==> src/pkg/cal_ctrl_regs.svh <==
`ifndef CAL_CTRL_REGS_SVH
`define CAL_CTRL_REGS_SVH
// Register offsets on the reconfiguration address space.
`define OFS_ARB 11'h000
`define OFS_CAL_EN 11'h100
`define OFS_PLL_STAT 11'h480
`define OFS_CH_STAT 11'h481
// Field positions in the arbitration register.
`define ARB_OWNER_BIT 0
`define ARB_DONE_BIT 1
// Field positions in the calibration enable register.
`define EN_RX_BIT 0
`define EN_TX_BIT 1
`define EN_LC_PLL_BIT 0
`define EN_FRAC_PLL_BIT 1
`define EN_RATE_BIT 3
// Field positions in the status registers.
`define ST_TX_BUSY_BIT 0
`define ST_RX_BUSY_BIT 1
`define ST_OWNER_BIT 2
`define ST_TX_GATE_BIT 4
`define ST_RX_GATE_BIT 5
`define ST_PLL_BUSY_BIT 1
// Reset values.
`define CAL_EN_RESET 8'h00
`define GATE_RESET 1'b1
// Cycles from a cleared done bit to the busy indication.
`define BUSY_DELAY 2
// Calibration run length of the engine model, in cycles.
`define CAL_RUN_CYCLES 8'h10
`endif

==> src/pkg/cal_ctrl_pkg.sv <==
package cal_ctrl_pkg;
  // One register access request from the reconfiguration host.
  typedef struct packed {
    logic read;
    logic write;
    logic [10:0] address;
    logic [7:0] writedata;
  } reg_req_type;
  // Ownership of the shared configuration bus.
  typedef enum logic {owner_user_type_v, owner_engine_type_v} owner_type;
  // Engine sequencing states.
  typedef enum {eng_idle, eng_wait, eng_run} eng_state_type;
endpackage

==> src/design/busy_delay_line.sv <==
`timescale 1ns/1ps
// Fixed delay line for a single event pulse.
module busy_delay_line #(
  parameter int DEPTH = 2
) (
  input wire logic clk,
  input wire logic reset,
  input wire logic pulse_in,
  output logic pulse_out
);
  // Shift register; one stage per cycle of delay.
  logic [DEPTH-1:0] stage_r;

  // The event marches through the stages and emerges DEPTH cycles later.
  always_ff @(posedge clk) begin
    if (reset) begin
      stage_r <= '0;
    end else begin
      stage_r <= {stage_r[DEPTH-2:0], pulse_in};
    end
  end

  assign pulse_out = stage_r[DEPTH-1];
endmodule

==> src/design/transceiver_calibration_control_regs.sv <==
`timescale 1ns/1ps
`include "cal_ctrl_regs.svh"
// Function
// - Bit zero of 0x0 selects bus owner.
// - Bit one of 0x0 reads inverse busy.
// - Busy rises two cycles after done cleared.
// - calibration_enable_and_rate_flag holds receive and transmit enables.
// - Receive calibration also covers CDR, local PLL.
// - PLL mode: bit0 LC/local, bit1 fractional.
// - Status registers readable without any arbitration.
// - channel_calibration_status bit5 gates receive busy, default one.
// - channel_calibration_status bit4 gates transmit busy, default one.
// - Gating unsupported with merged simplex channels.
// - channel_calibration_status bit2 shows engine bus ownership.
// - channel_calibration_status bits1:0 show receive, transmit busy.
// - pll_calibration_status shows ownership and PLL busy.
// - calibration_enable_and_rate_flag bit3 rate flag, default zero.
// - Waitrequest high on accesses other than status or 0x0 while engine owns, unless separated.
module transceiver_calibration_control_regs
  import cal_ctrl_pkg::*;
#(
  parameter bit PLL_MODE = 1'b0,
  parameter bit SEPARATE_WAITREQ = 1'b0,
  parameter bit MERGED_SIMPLEX = 1'b0
) (
  input wire logic clk,
  input wire logic reset,
  input wire logic read,
  input wire logic write,
  input wire logic [10:0] address,
  input wire logic [7:0] writedata,
  output logic [7:0] readdata,
  output logic waitrequest,
  output logic tx_cal_busy,
  output logic rx_cal_busy,
  output logic pll_cal_busy,
  output logic [7:0] cal_enable_out,
  output logic rate_switch_out
);
  // Bundled request, so decode below reads one carrier.
  reg_req_type req;
  // Current owner of the internal configuration bus.
  owner_type owner_r;
  // Calibration done bit; reset shows complete.
  logic done_r;
  // Calibration enable and rate flag register.
  logic [7:0] cal_en_r;
  // Busy output gates held in the channel status register.
  logic tx_gate_r;
  logic rx_gate_r;
  // Engine state and its run counter.
  eng_state_type eng_r;
  logic [7:0] run_cnt_r;
  // Raw busy from the engine, shared by both directions.
  logic cal_busy_r;
  // Pulse when the host clears the done bit.
  logic done_clear;
  // Same pulse after the fixed delay.
  logic busy_start;
  // Decoded accesses.
  logic hit_arb, hit_en, hit_pll, hit_ch;
  logic user_owns;
  logic accept_wr;
  // Per-direction gated busy terms.
  logic tx_busy_g, rx_busy_g;
  // Status words.
  logic [7:0] ch_stat, pll_stat;

  assign req = '{read: read, write: write, address: address, writedata: writedata};
  assign hit_arb = (req.address == `OFS_ARB);
  assign hit_en = (req.address == `OFS_CAL_EN);
  assign hit_pll = (req.address == `OFS_PLL_STAT);
  assign hit_ch = (req.address == `OFS_CH_STAT);
  assign user_owns = (owner_r == owner_user_type_v);

  // Status words live in fabric and are always reachable, so only other
  // addresses are stalled while the engine holds the bus.
  always_comb begin
    waitrequest = 1'b0;
    if (!SEPARATE_WAITREQ && !user_owns) begin
      // Arbitration register must stay writable so the host can reclaim.
      waitrequest = (req.read || req.write) && !hit_pll && !hit_ch && !hit_arb;
    end
  end

  // A write is accepted when the owner check passes for its target.
  assign accept_wr = req.write && !waitrequest && (user_owns || hit_arb || hit_ch);

  // Detect a host write of zero to the done bit.
  assign done_clear = accept_wr && hit_arb && !req.writedata[`ARB_DONE_BIT];

  // Busy follows the clear by exactly two cycles.
  busy_delay_line #(
    .DEPTH(`BUSY_DELAY)
  ) u_delay (
    .clk(clk),
    .reset(reset),
    .pulse_in(done_clear),
    .pulse_out(busy_start)
  );

  // Bus ownership bit: zero requests user, one returns to the engine.
  always_ff @(posedge clk) begin
    if (reset) begin
      owner_r <= owner_user_type_v;
    end else if (accept_wr && hit_arb) begin
      owner_r <= req.writedata[`ARB_OWNER_BIT] ? owner_engine_type_v : owner_user_type_v;
    end else if (eng_r == eng_idle && !cal_busy_r && owner_r == owner_engine_type_v &&
                 cal_en_r[`EN_TX_BIT:`EN_RX_BIT] == 2'b00) begin
      // With nothing left to run the engine keeps the bus until reclaimed.
      owner_r <= owner_r;
    end
  end

  // Done bit is the inverse of busy; host clears, engine end of run sets.
  always_ff @(posedge clk) begin
    if (reset) begin
      done_r <= 1'b1;
    end else if (eng_r == eng_run && run_cnt_r == 8'h01) begin
      done_r <= 1'b1;
    end else if (done_clear) begin
      done_r <= 1'b0;
    end else if (busy_start) begin
      done_r <= 1'b0;
    end
  end

  // Enable register; only the user may change it.
  always_ff @(posedge clk) begin
    if (reset) begin
      cal_en_r <= `CAL_EN_RESET;
    end else if (accept_wr && hit_en && user_owns) begin
      cal_en_r <= req.writedata;
    end
  end

  // Busy gates reset to one; merged simplex channels cannot use them.
  always_ff @(posedge clk) begin
    if (reset) begin
      tx_gate_r <= `GATE_RESET;
      rx_gate_r <= `GATE_RESET;
    end else if (accept_wr && hit_ch && !MERGED_SIMPLEX) begin
      rx_gate_r <= req.writedata[`ST_RX_GATE_BIT];
      tx_gate_r <= req.writedata[`ST_TX_GATE_BIT];
    end
  end

  // Engine: a run starts when busy arrives and the engine owns the bus.
  always_ff @(posedge clk) begin
    if (reset) begin
      eng_r <= eng_idle;
      run_cnt_r <= 8'h00;
    end else begin
      case (eng_r)
        eng_idle: begin
          if (busy_start) begin
            eng_r <= eng_wait;
          end
        end
        eng_wait: begin
          // Calibration waits until the bus is handed to the engine.
          if (!user_owns) begin
            eng_r <= eng_run;
            run_cnt_r <= `CAL_RUN_CYCLES;
          end
        end
        eng_run: begin
          if (run_cnt_r == 8'h01) begin
            eng_r <= eng_idle;
          end
          run_cnt_r <= run_cnt_r - 8'h01;
        end
        default: begin
          eng_r <= eng_idle;
        end
      endcase
    end
  end

  // Raw busy: high from two cycles after the clear until the run ends.
  always_ff @(posedge clk) begin
    if (reset) begin
      cal_busy_r <= 1'b0;
    end else if (busy_start) begin
      cal_busy_r <= 1'b1;
    end else if (eng_r == eng_run && run_cnt_r == 8'h01) begin
      cal_busy_r <= 1'b0;
    end
  end

  // One internal node drives both directions; receive runs cover the
  // CDR and local PLL too, so rx enable alone already includes them.
  assign rx_busy_g = (cal_busy_r | busy_start) & (rx_gate_r | MERGED_SIMPLEX);
  assign tx_busy_g = (cal_busy_r | busy_start) & (tx_gate_r | MERGED_SIMPLEX);

  // Outputs follow the selected mode.
  always_ff @(posedge clk) begin
    if (reset) begin
      tx_cal_busy <= 1'b0;
      rx_cal_busy <= 1'b0;
      pll_cal_busy <= 1'b0;
    end else begin
      tx_cal_busy <= !PLL_MODE && tx_busy_g;
      rx_cal_busy <= !PLL_MODE && rx_busy_g;
      pll_cal_busy <= PLL_MODE && (cal_busy_r | busy_start);
    end
  end

  // Enables and rate flag go to the engine unchanged.
  always_ff @(posedge clk) begin
    if (reset) begin
      cal_enable_out <= `CAL_EN_RESET;
      rate_switch_out <= 1'b0;
    end else begin
      cal_enable_out <= cal_en_r;
      rate_switch_out <= cal_en_r[`EN_RATE_BIT];
    end
  end

  // Status words; reserved bits read as zero.
  always_comb begin
    ch_stat = 8'h00;
    ch_stat[`ST_RX_GATE_BIT] = rx_gate_r;
    ch_stat[`ST_TX_GATE_BIT] = tx_gate_r;
    ch_stat[`ST_OWNER_BIT] = !user_owns;
    ch_stat[`ST_RX_BUSY_BIT] = rx_cal_busy;
    ch_stat[`ST_TX_BUSY_BIT] = tx_cal_busy;
    pll_stat = 8'h00;
    pll_stat[`ST_OWNER_BIT] = !user_owns;
    pll_stat[`ST_PLL_BUSY_BIT] = pll_cal_busy;
  end

  // Read data registered one cycle after an accepted read.
  always_ff @(posedge clk) begin
    if (reset) begin
      readdata <= 8'h00;
    end else if (req.read && !waitrequest) begin
      if (hit_ch) begin
        readdata <= ch_stat;
      end else if (hit_pll) begin
        readdata <= pll_stat;
      end else if (hit_arb) begin
        readdata <= {6'h00, done_r, !user_owns};
      end else if (hit_en && user_owns) begin
        readdata <= cal_en_r;
      end else begin
        readdata <= 8'h00;
      end
    end
  end
endmodule

==> config.mk <==
export PLATFORM = sky130hd
export DESIGN_NAME = transceiver_calibration_control_regs
export DESIGN_NICKNAME = d
export VERILOG_FILES = /design/src/pkg/cal_ctrl_pkg.sv /design/src/design/busy_delay_line.sv /design/src/design/transceiver_calibration_control_regs.sv
export VERILOG_INCLUDE_DIRS = /design/src /design/src/pkg
export SDC_FILE = /design/constraint.sdc
export NUM_CORES = 1
export LEC_CHECK = 0
export ABC_CLOCK_PERIOD_IN_PS = 2400
export BUFFER_PORTS_ARGS = -buffer_cell sky130_fd_sc_hd__buf_4
export CAP_MARGIN = 25
export CORE_AREA = 2 2 80 82
export DETAILED_ROUTE_END_ITERATION = 16
export DIE_AREA = 0 0 82 84
export SLEW_MARGIN = 10
export SYNTH_ARGS = -nofsm -noshare
export SYNTH_HDL_FRONTEND = slang
export SYNTH_SLANG_ARGS = --single-unit
==> constraint.sdc <==
create_clock -name clk -period 2.4 [get_ports clk]
set_clock_uncertainty 0.05 [all_clocks]
set_input_delay 0.48 -clock clk [delete_from_list [all_inputs] [get_ports clk]]
set_output_delay 0.48 -clock clk [all_outputs]
set_load 0.01 [all_outputs]
======== Yosys cells after proc, flatten, opt, wreduce, memory -nomap -nowiden ========
Index checks and enable logic that the tools add are counted.
operators by class
  $add $sub $neg .......................... 1
  equal/unequal tests ..................... 10
  muxes and demuxes ....................... 16
  bitwise gates (word level) .............. 4
  reductions and logical operators ........ 29
operators by type and width
  operator                                          count
  two-way mux 32 bit                                3
  one-hot mux 32 bit (3 select lines)               1
  two-way mux 8 bit                                 5
  == test 32 x 1 -> 1 bit, second input constant    1
  == test 32 x 2 -> 1 bit, second input constant    1
  == test 32 x 3 -> 1 bit, second input constant    1
  logical NOT 32 bit                                1
  == test 11 bit, second input constant             2
  one-hot mux 8 bit (2 select lines)                1
  logical AND 1 bit                                 13
  == test 11 x 9 -> 1 bit, second input constant    1
  logical NOT 11 bit                                1
  == test 8 x 1 -> 1 bit, second input constant     1
  subtractor 8 x 1 -> 8 bit, second input constant  1
  two-way mux 1 bit                                 6
  nonzero test 2 bit                                3
  logical NOT 1 bit                                 5
  != test 2 bit, second input constant              2
  logical OR 1 bit                                  3
  AND reduction 3 bit                               1
  bitwise AND 1 bit                                 2
  != test 2 x 1 -> 1 bit, second input constant     1
  AND reduction 2 bit                               1
  OR reduction 2 bit                                1
  2 further kinds                                   2
storage, ports and cells
  register bits ........................... 74
  bits of input ports ..................... 23
  output and inout bits ................... 21

======== Depth between registers and ports, before layout ========
  word-level depth ........................ 12
  mapped depth ............................ 6
  depth with buffers taken out ............ 6

======== Modules after synthesis ========
From an unflattened synthesis, not the netlist that was laid out.
unflattened totals
  cells, all modules ...................... 189
  area total of the unflattened synthesis .. 1868.0 µm²
modules (own cells, without submodules)
  module                                times used  cells each  area an instance (µm²)
  transceiver_calibration_control_regs  1           185         1815.5
  busy_delay_line                       1           4           52.6

======== Worst setup path after synthesis ========
Ideal clock, no wire load.
  path kind ............................... input -> register
  from .................................... input port address[0]
  to ...................................... register readdata[3]
  library setup time ...................... 0.060 ns
  data arrival time ....................... 1.710 ns
  required time ........................... 2.290 ns
  path slack .............................. 0.580 ns
  stages on the path ...................... 4
  path buffers ............................ 0
  cells stage by stage .................... nor4_1 > nand2_1 > nor4_1 > a22o_1
on the way
  word-level cells in the longest chain between the ends .. 8
  elaborated cells on any way between the ends .. 18
  classes of those cells .................. eq/ne (3); mux (5); reduce/logical (10)
ends and longest elaborated chain
  what                             line                                         RTL
  start, declared                  transceiver_calibration_control_regs.sv:30   input wire logic [10:0] address,
  == test 11 bit (no source line)  -
  logical NOT 1 bit                transceiver_calibration_control_regs.sv:82   waitrequest = (req.read || req.write) && !hit_pll && !hit_ch && !hit_arb;
  logical AND 1 bit (3 in series)  transceiver_calibration_control_regs.sv:82
  two-way mux 1 bit                transceiver_calibration_control_regs.sv:80   if (!SEPARATE_WAITREQ && !user_owns) begin
  logical NOT 1 bit                transceiver_calibration_control_regs.sv:237  end else if (req.read && !waitrequest) begin
  logical AND 1 bit                transceiver_calibration_control_regs.sv:237
  end signal, assigned             transceiver_calibration_control_regs.sv:239  readdata <= ch_stat;
  end signal, assigned             transceiver_calibration_control_regs.sv:241  readdata <= pll_stat;
  end signal, assigned             transceiver_calibration_control_regs.sv:243  readdata <= {6'h00, done_r, !user_owns};
  end, declared                    transceiver_calibration_control_regs.sv:32   output logic [7:0] readdata,
Several ways; a longest one is shown, not always the timed one.
A chain may end at the register's enable or synchronous reset.

======== Final worst setup path ========
  from .................................... input port address[3]
  to ...................................... output port waitrequest
on the way
  word-level cells in the longest chain between the ends .. 6
  elaborated cells on any way between the ends .. 10
  classes of those cells .................. eq/ne (2); mux (1); reduce/logical (7)
ends and longest elaborated chain
  what                             line                                        RTL
  == test 11 bit (no source line)  -
  logical NOT 1 bit                transceiver_calibration_control_regs.sv:82
  logical AND 1 bit (2 in series)  transceiver_calibration_control_regs.sv:82
  logical AND 1 bit *              transceiver_calibration_control_regs.sv:82
  two-way mux 1 bit *              transceiver_calibration_control_regs.sv:80
  end, declared                    transceiver_calibration_control_regs.sv:33  output logic waitrequest,
Mark *: on every way between the ends. The rest lies on a longest branch, timed or not.

==> impl_metrics.env <==
export IMPL_status="finished, final reports clean"
export IMPL_cts_root_buf="clkbuf_8"
export IMPL_critical_path_class="input pin to output pin"
export IMPL_ir_drop_mv=0.296
export IMPL_ff2ff_setup_slack_ns=0.52
export IMPL_fin_hold_ws_ns=0.383
export IMPL_vias=1547
export IMPL_maxCapViolations=0
export IMPL_htreeDepth=2
export IMPL_grt_start_max_net_pins=38
export IMPL_ctsHoldBuffers=0
export IMPL_crit_start="address[3]"
export IMPL_cp_top_family="simple AND/OR/NAND/NOR gates"
export IMPL_hold_violations=0
export IMPL_top_usage_layer="met2"
export IMPL_utilization=0.374
export IMPL_initial_core_util=0.296
export IMPL_synth_compound_area_share=0.237
export IMPL_finalMaxSlewViolations=0
export IMPL_slowest_stage="nor4_2"
export IMPL_synth_net_count=218
export IMPL_dieArea_sq_um=6890
export IMPL_tns_ns=0
export IMPL_cts_buffer_depth=2
export IMPL_share_comb_of_total_power=0.056
export IMPL_drtIter0Drc=117
export IMPL_syn_area_sq_um=1810
export IMPL_synth_cell_types=49
export IMPL_leakage_uw=0.000862
export IMPL_cts_buffers=5
export IMPL_io_pins=44
export IMPL_seq_area_frac_synth=0.476
export IMPL_switching_share=0.239
export IMPL_r2r_cells=3
export IMPL_path_max_fanout=5
export IMPL_hp_start="writedata[2]"
export IMPL_clock_sinks=43
export IMPL_powerDensity_nw_per_um2=552
export IMPL_rsz0062_at_grt="false"
export IMPL_antenna_found_initial=0
export IMPL_fin_crit_ns=2.01
export IMPL_clk_latency_ns=0.29
export IMPL_dr_pass1_iters=4
export IMPL_synth_edf_count=0
export IMPL_hold_class="input pin to register"
export IMPL_core_area_sq_um=6100
export IMPL_crit_path_end_kind="output pin"
export IMPL_num_rows=29
export IMPL_fin_crit_sh=0.838
export IMPL_routabilityCongestion=0.753
export IMPL_grt_use_total=0.129
export IMPL_area_growth_pct=26.1
export IMPL_syn_inst=193
export IMPL_path_buf_inv=2
export IMPL_via_per_inst=4.97
export IMPL_cp_arrival_ns=1.48
export IMPL_grt_use_met3=0.0379
export IMPL_synth_xor_area_frac=0.00485
export IMPL_critPathMaxStageDelay_ns=0.42
export IMPL_synth_warnings=0
export IMPL_crit_path_cell_trace="buf_4 -> nor4_2 -> and2_1 -> a31oi_1 -> buf_4"
export IMPL_cts_tree="done"
export IMPL_fp_dieW_um=82
export IMPL_detail_route_antenna_nets=0
export IMPL_die_h_um=84
export IMPL_async_flop_share=0
export IMPL_grt_use_met2=0.209
export IMPL_min_to="cal_en_r[2]"
export IMPL_synth_top_family_by_area="compound AO/OA/AOI/OAI gates"
export IMPL_slew_headroom=0.585
export IMPL_synth_simple_area_share=0.219
export IMPL_hold_depth=3
export IMPL_nets=258
export IMPL_ys_flop_type="dfxtp_1"
export IMPL_gr_total_overflow=0
export IMPL_critical_path_required_ns=1.87
export IMPL_antennaDiodeCount=0
export IMPL_cpMostUsedCell="buf_4"
export IMPL_clock_fmax_ghz=0.497
export IMPL_ys_ff_latch=43
export IMPL_drive_gt1_frac=0.269
export IMPL_cts_resized_gates=0
export IMPL_reg2reg_from="run_cnt_r[2]"
export IMPL_fill_cells=653
export IMPL_power_clock_fraction=0.376
export IMPL_grt_pass1_vias=1522
export IMPL_wl_per_cell_um=12.9
export IMPL_grt_util_met1=0.157
export IMPL_clkTransAtPathRegs_ns=0.09
export IMPL_r2r_end="cal_busy_r"
export IMPL_cts_setup_buffers=0
export IMPL_worstMarginPinSlew_ns=0.618
export IMPL_start_kind="input pin"
export IMPL_postSynthAreaPerCell_sq_um=9.36
export IMPL_drc=0
export IMPL_power_switching_uw=301
export IMPL_synth_area_mux_share=0.00623
export IMPL_routed_wirelength_um=4010
export IMPL_dp_final_hpwl_um=2970
export IMPL_p_seq_frac=0.568
export IMPL_portBuffers=42
export IMPL_internal_power_uw=956
export IMPL_grt_pass1_wl_um=6930
export IMPL_synth_fa_ha_area_frac=0.0139
export IMPL_finalSetupViolations=0
==> registers in the layout, summed over array words and instances (netlist names) <==
name and count:
readdata 8, cal_enable_out 8, tx_gate_r 1, eng_r 2
done_r 1, run_cnt_r 8, rx_gate_r 1, rx_cal_busy 1
cal_en_r 8, owner_r 1, cal_busy_r 1, tx_cal_busy 1
u_delay.stage_r 2
==> cells by family (layout without fill, tap and decap cells) <==
family | after synthesis | in the layout
xor gates and xnor gates | 1 | 1
other | 1 | 1
DFF | 43 | 43
AOI/OAI and AO/OA | 60 | 60
adders and majority gates | 2 | 2
and+or+nand+nor | 68 | 68
muxes | 1 | 1
buffers and inverters | 17 | 58
==> worst min-delay path: stages <==
cell and delay (ns):
buf_4 0.11, nand3_1 0.05, a21oi_1 0.05
==> stage by stage <==
| stage | total power (uW) | instance area [sq um] | setup slack, ns | cells |
|---|---|---|---|---|
| floorplan | 762 | 1810 | 0.580 | 193 |
| global placement | 803 | 2190 | 0.277 | 303 |
| detailed placement | 802 | 2190 | 0.263 | 303 |
| CTS | 1280 | 2280 | 0.381 | 311 |
| global route | 1320 | 2280 | 0.291 | 311 |
| finish | 1260 | 2280 | 0.388 | 311 |
==> power by group through the flow <==
stage	Sequential, uW	Combinational [uW]	Clock, uW
floorplan	731	30.4	0
global placement	731	72.0	0
detailed placement	731	71.3	0
CTS	714	71.6	493
global route	714	79.8	523
finish	714	70.6	473
==> cells in the mapped netlist (all sizes together) (4+ instances only) <==
cell | n | area share
a21oi | 15 | 0.042
a22o | 7 | 0.034
a32o | 4 | 0.022
and2 | 6 | 0.021
buf | 5 | 0.016
clkbuf | 7 | 0.015
dfxtp | 43 | 0.48
inv | 5 | 0.010
nand2 | 8 | 0.017
nand3 | 11 | 0.030
nor2 | 12 | 0.025
nor2b | 12 | 0.042
nor4 | 4 | 0.017
o21ai | 10 | 0.028
==> final cells by class <==
cell class	count	area, sq um	share of cell area
flip-flops and latches	43	861	0.378
inverters	5	18.8	0.00824
repair buffers	45	338	0.148
clock buffers	5	68.8	0.0302
well taps	77	96.3	0.0423
clock inverters	3	23.8	0.0104
multi-input cells	133	872	0.383
==> worst max path at each step <==
stage                     depth (start not counted)          end  slack, ns
after floorplan                                   4  readdata[3]       0.58
after detailed placement                          5  readdata[4]       0.26
after global placement                            5  readdata[4]       0.28
after CTS                                         5  waitrequest       0.38
after global routing                              5  waitrequest       0.29
final                                             5  waitrequest       0.39
==> metal layers <==
layer / routed length, um / share of wire
met1: 1760 / 0.44
met2: 1990 / 0.50
met3: 188 / 0.047
met4: 68 / 0.017
met5: 0 / 0
==> cell usage in the layout, fill, tap and decap left out, types with 2 or more instances in the layout <==
cell type,count
a21boi_0,2
a21oi_1,15
a22o_1,7
a311o_1,3
a31o_2,2
a31oi_1,2
a32o_1,4
and2_1,6
buf_4,45
clkbuf_8,5
clkinvlp_4,2
dfxtp_1,43
ha_1,2
inv_1,5
nand2_1,8
nand3_1,11
nand3b_1,3
nor2_1,12
nor2b_1,12
nor3_1,2
nor4_1,3
o211ai_1,3
o21ai_0,10
or3_2,2
(Power assumes the default switching activity.)
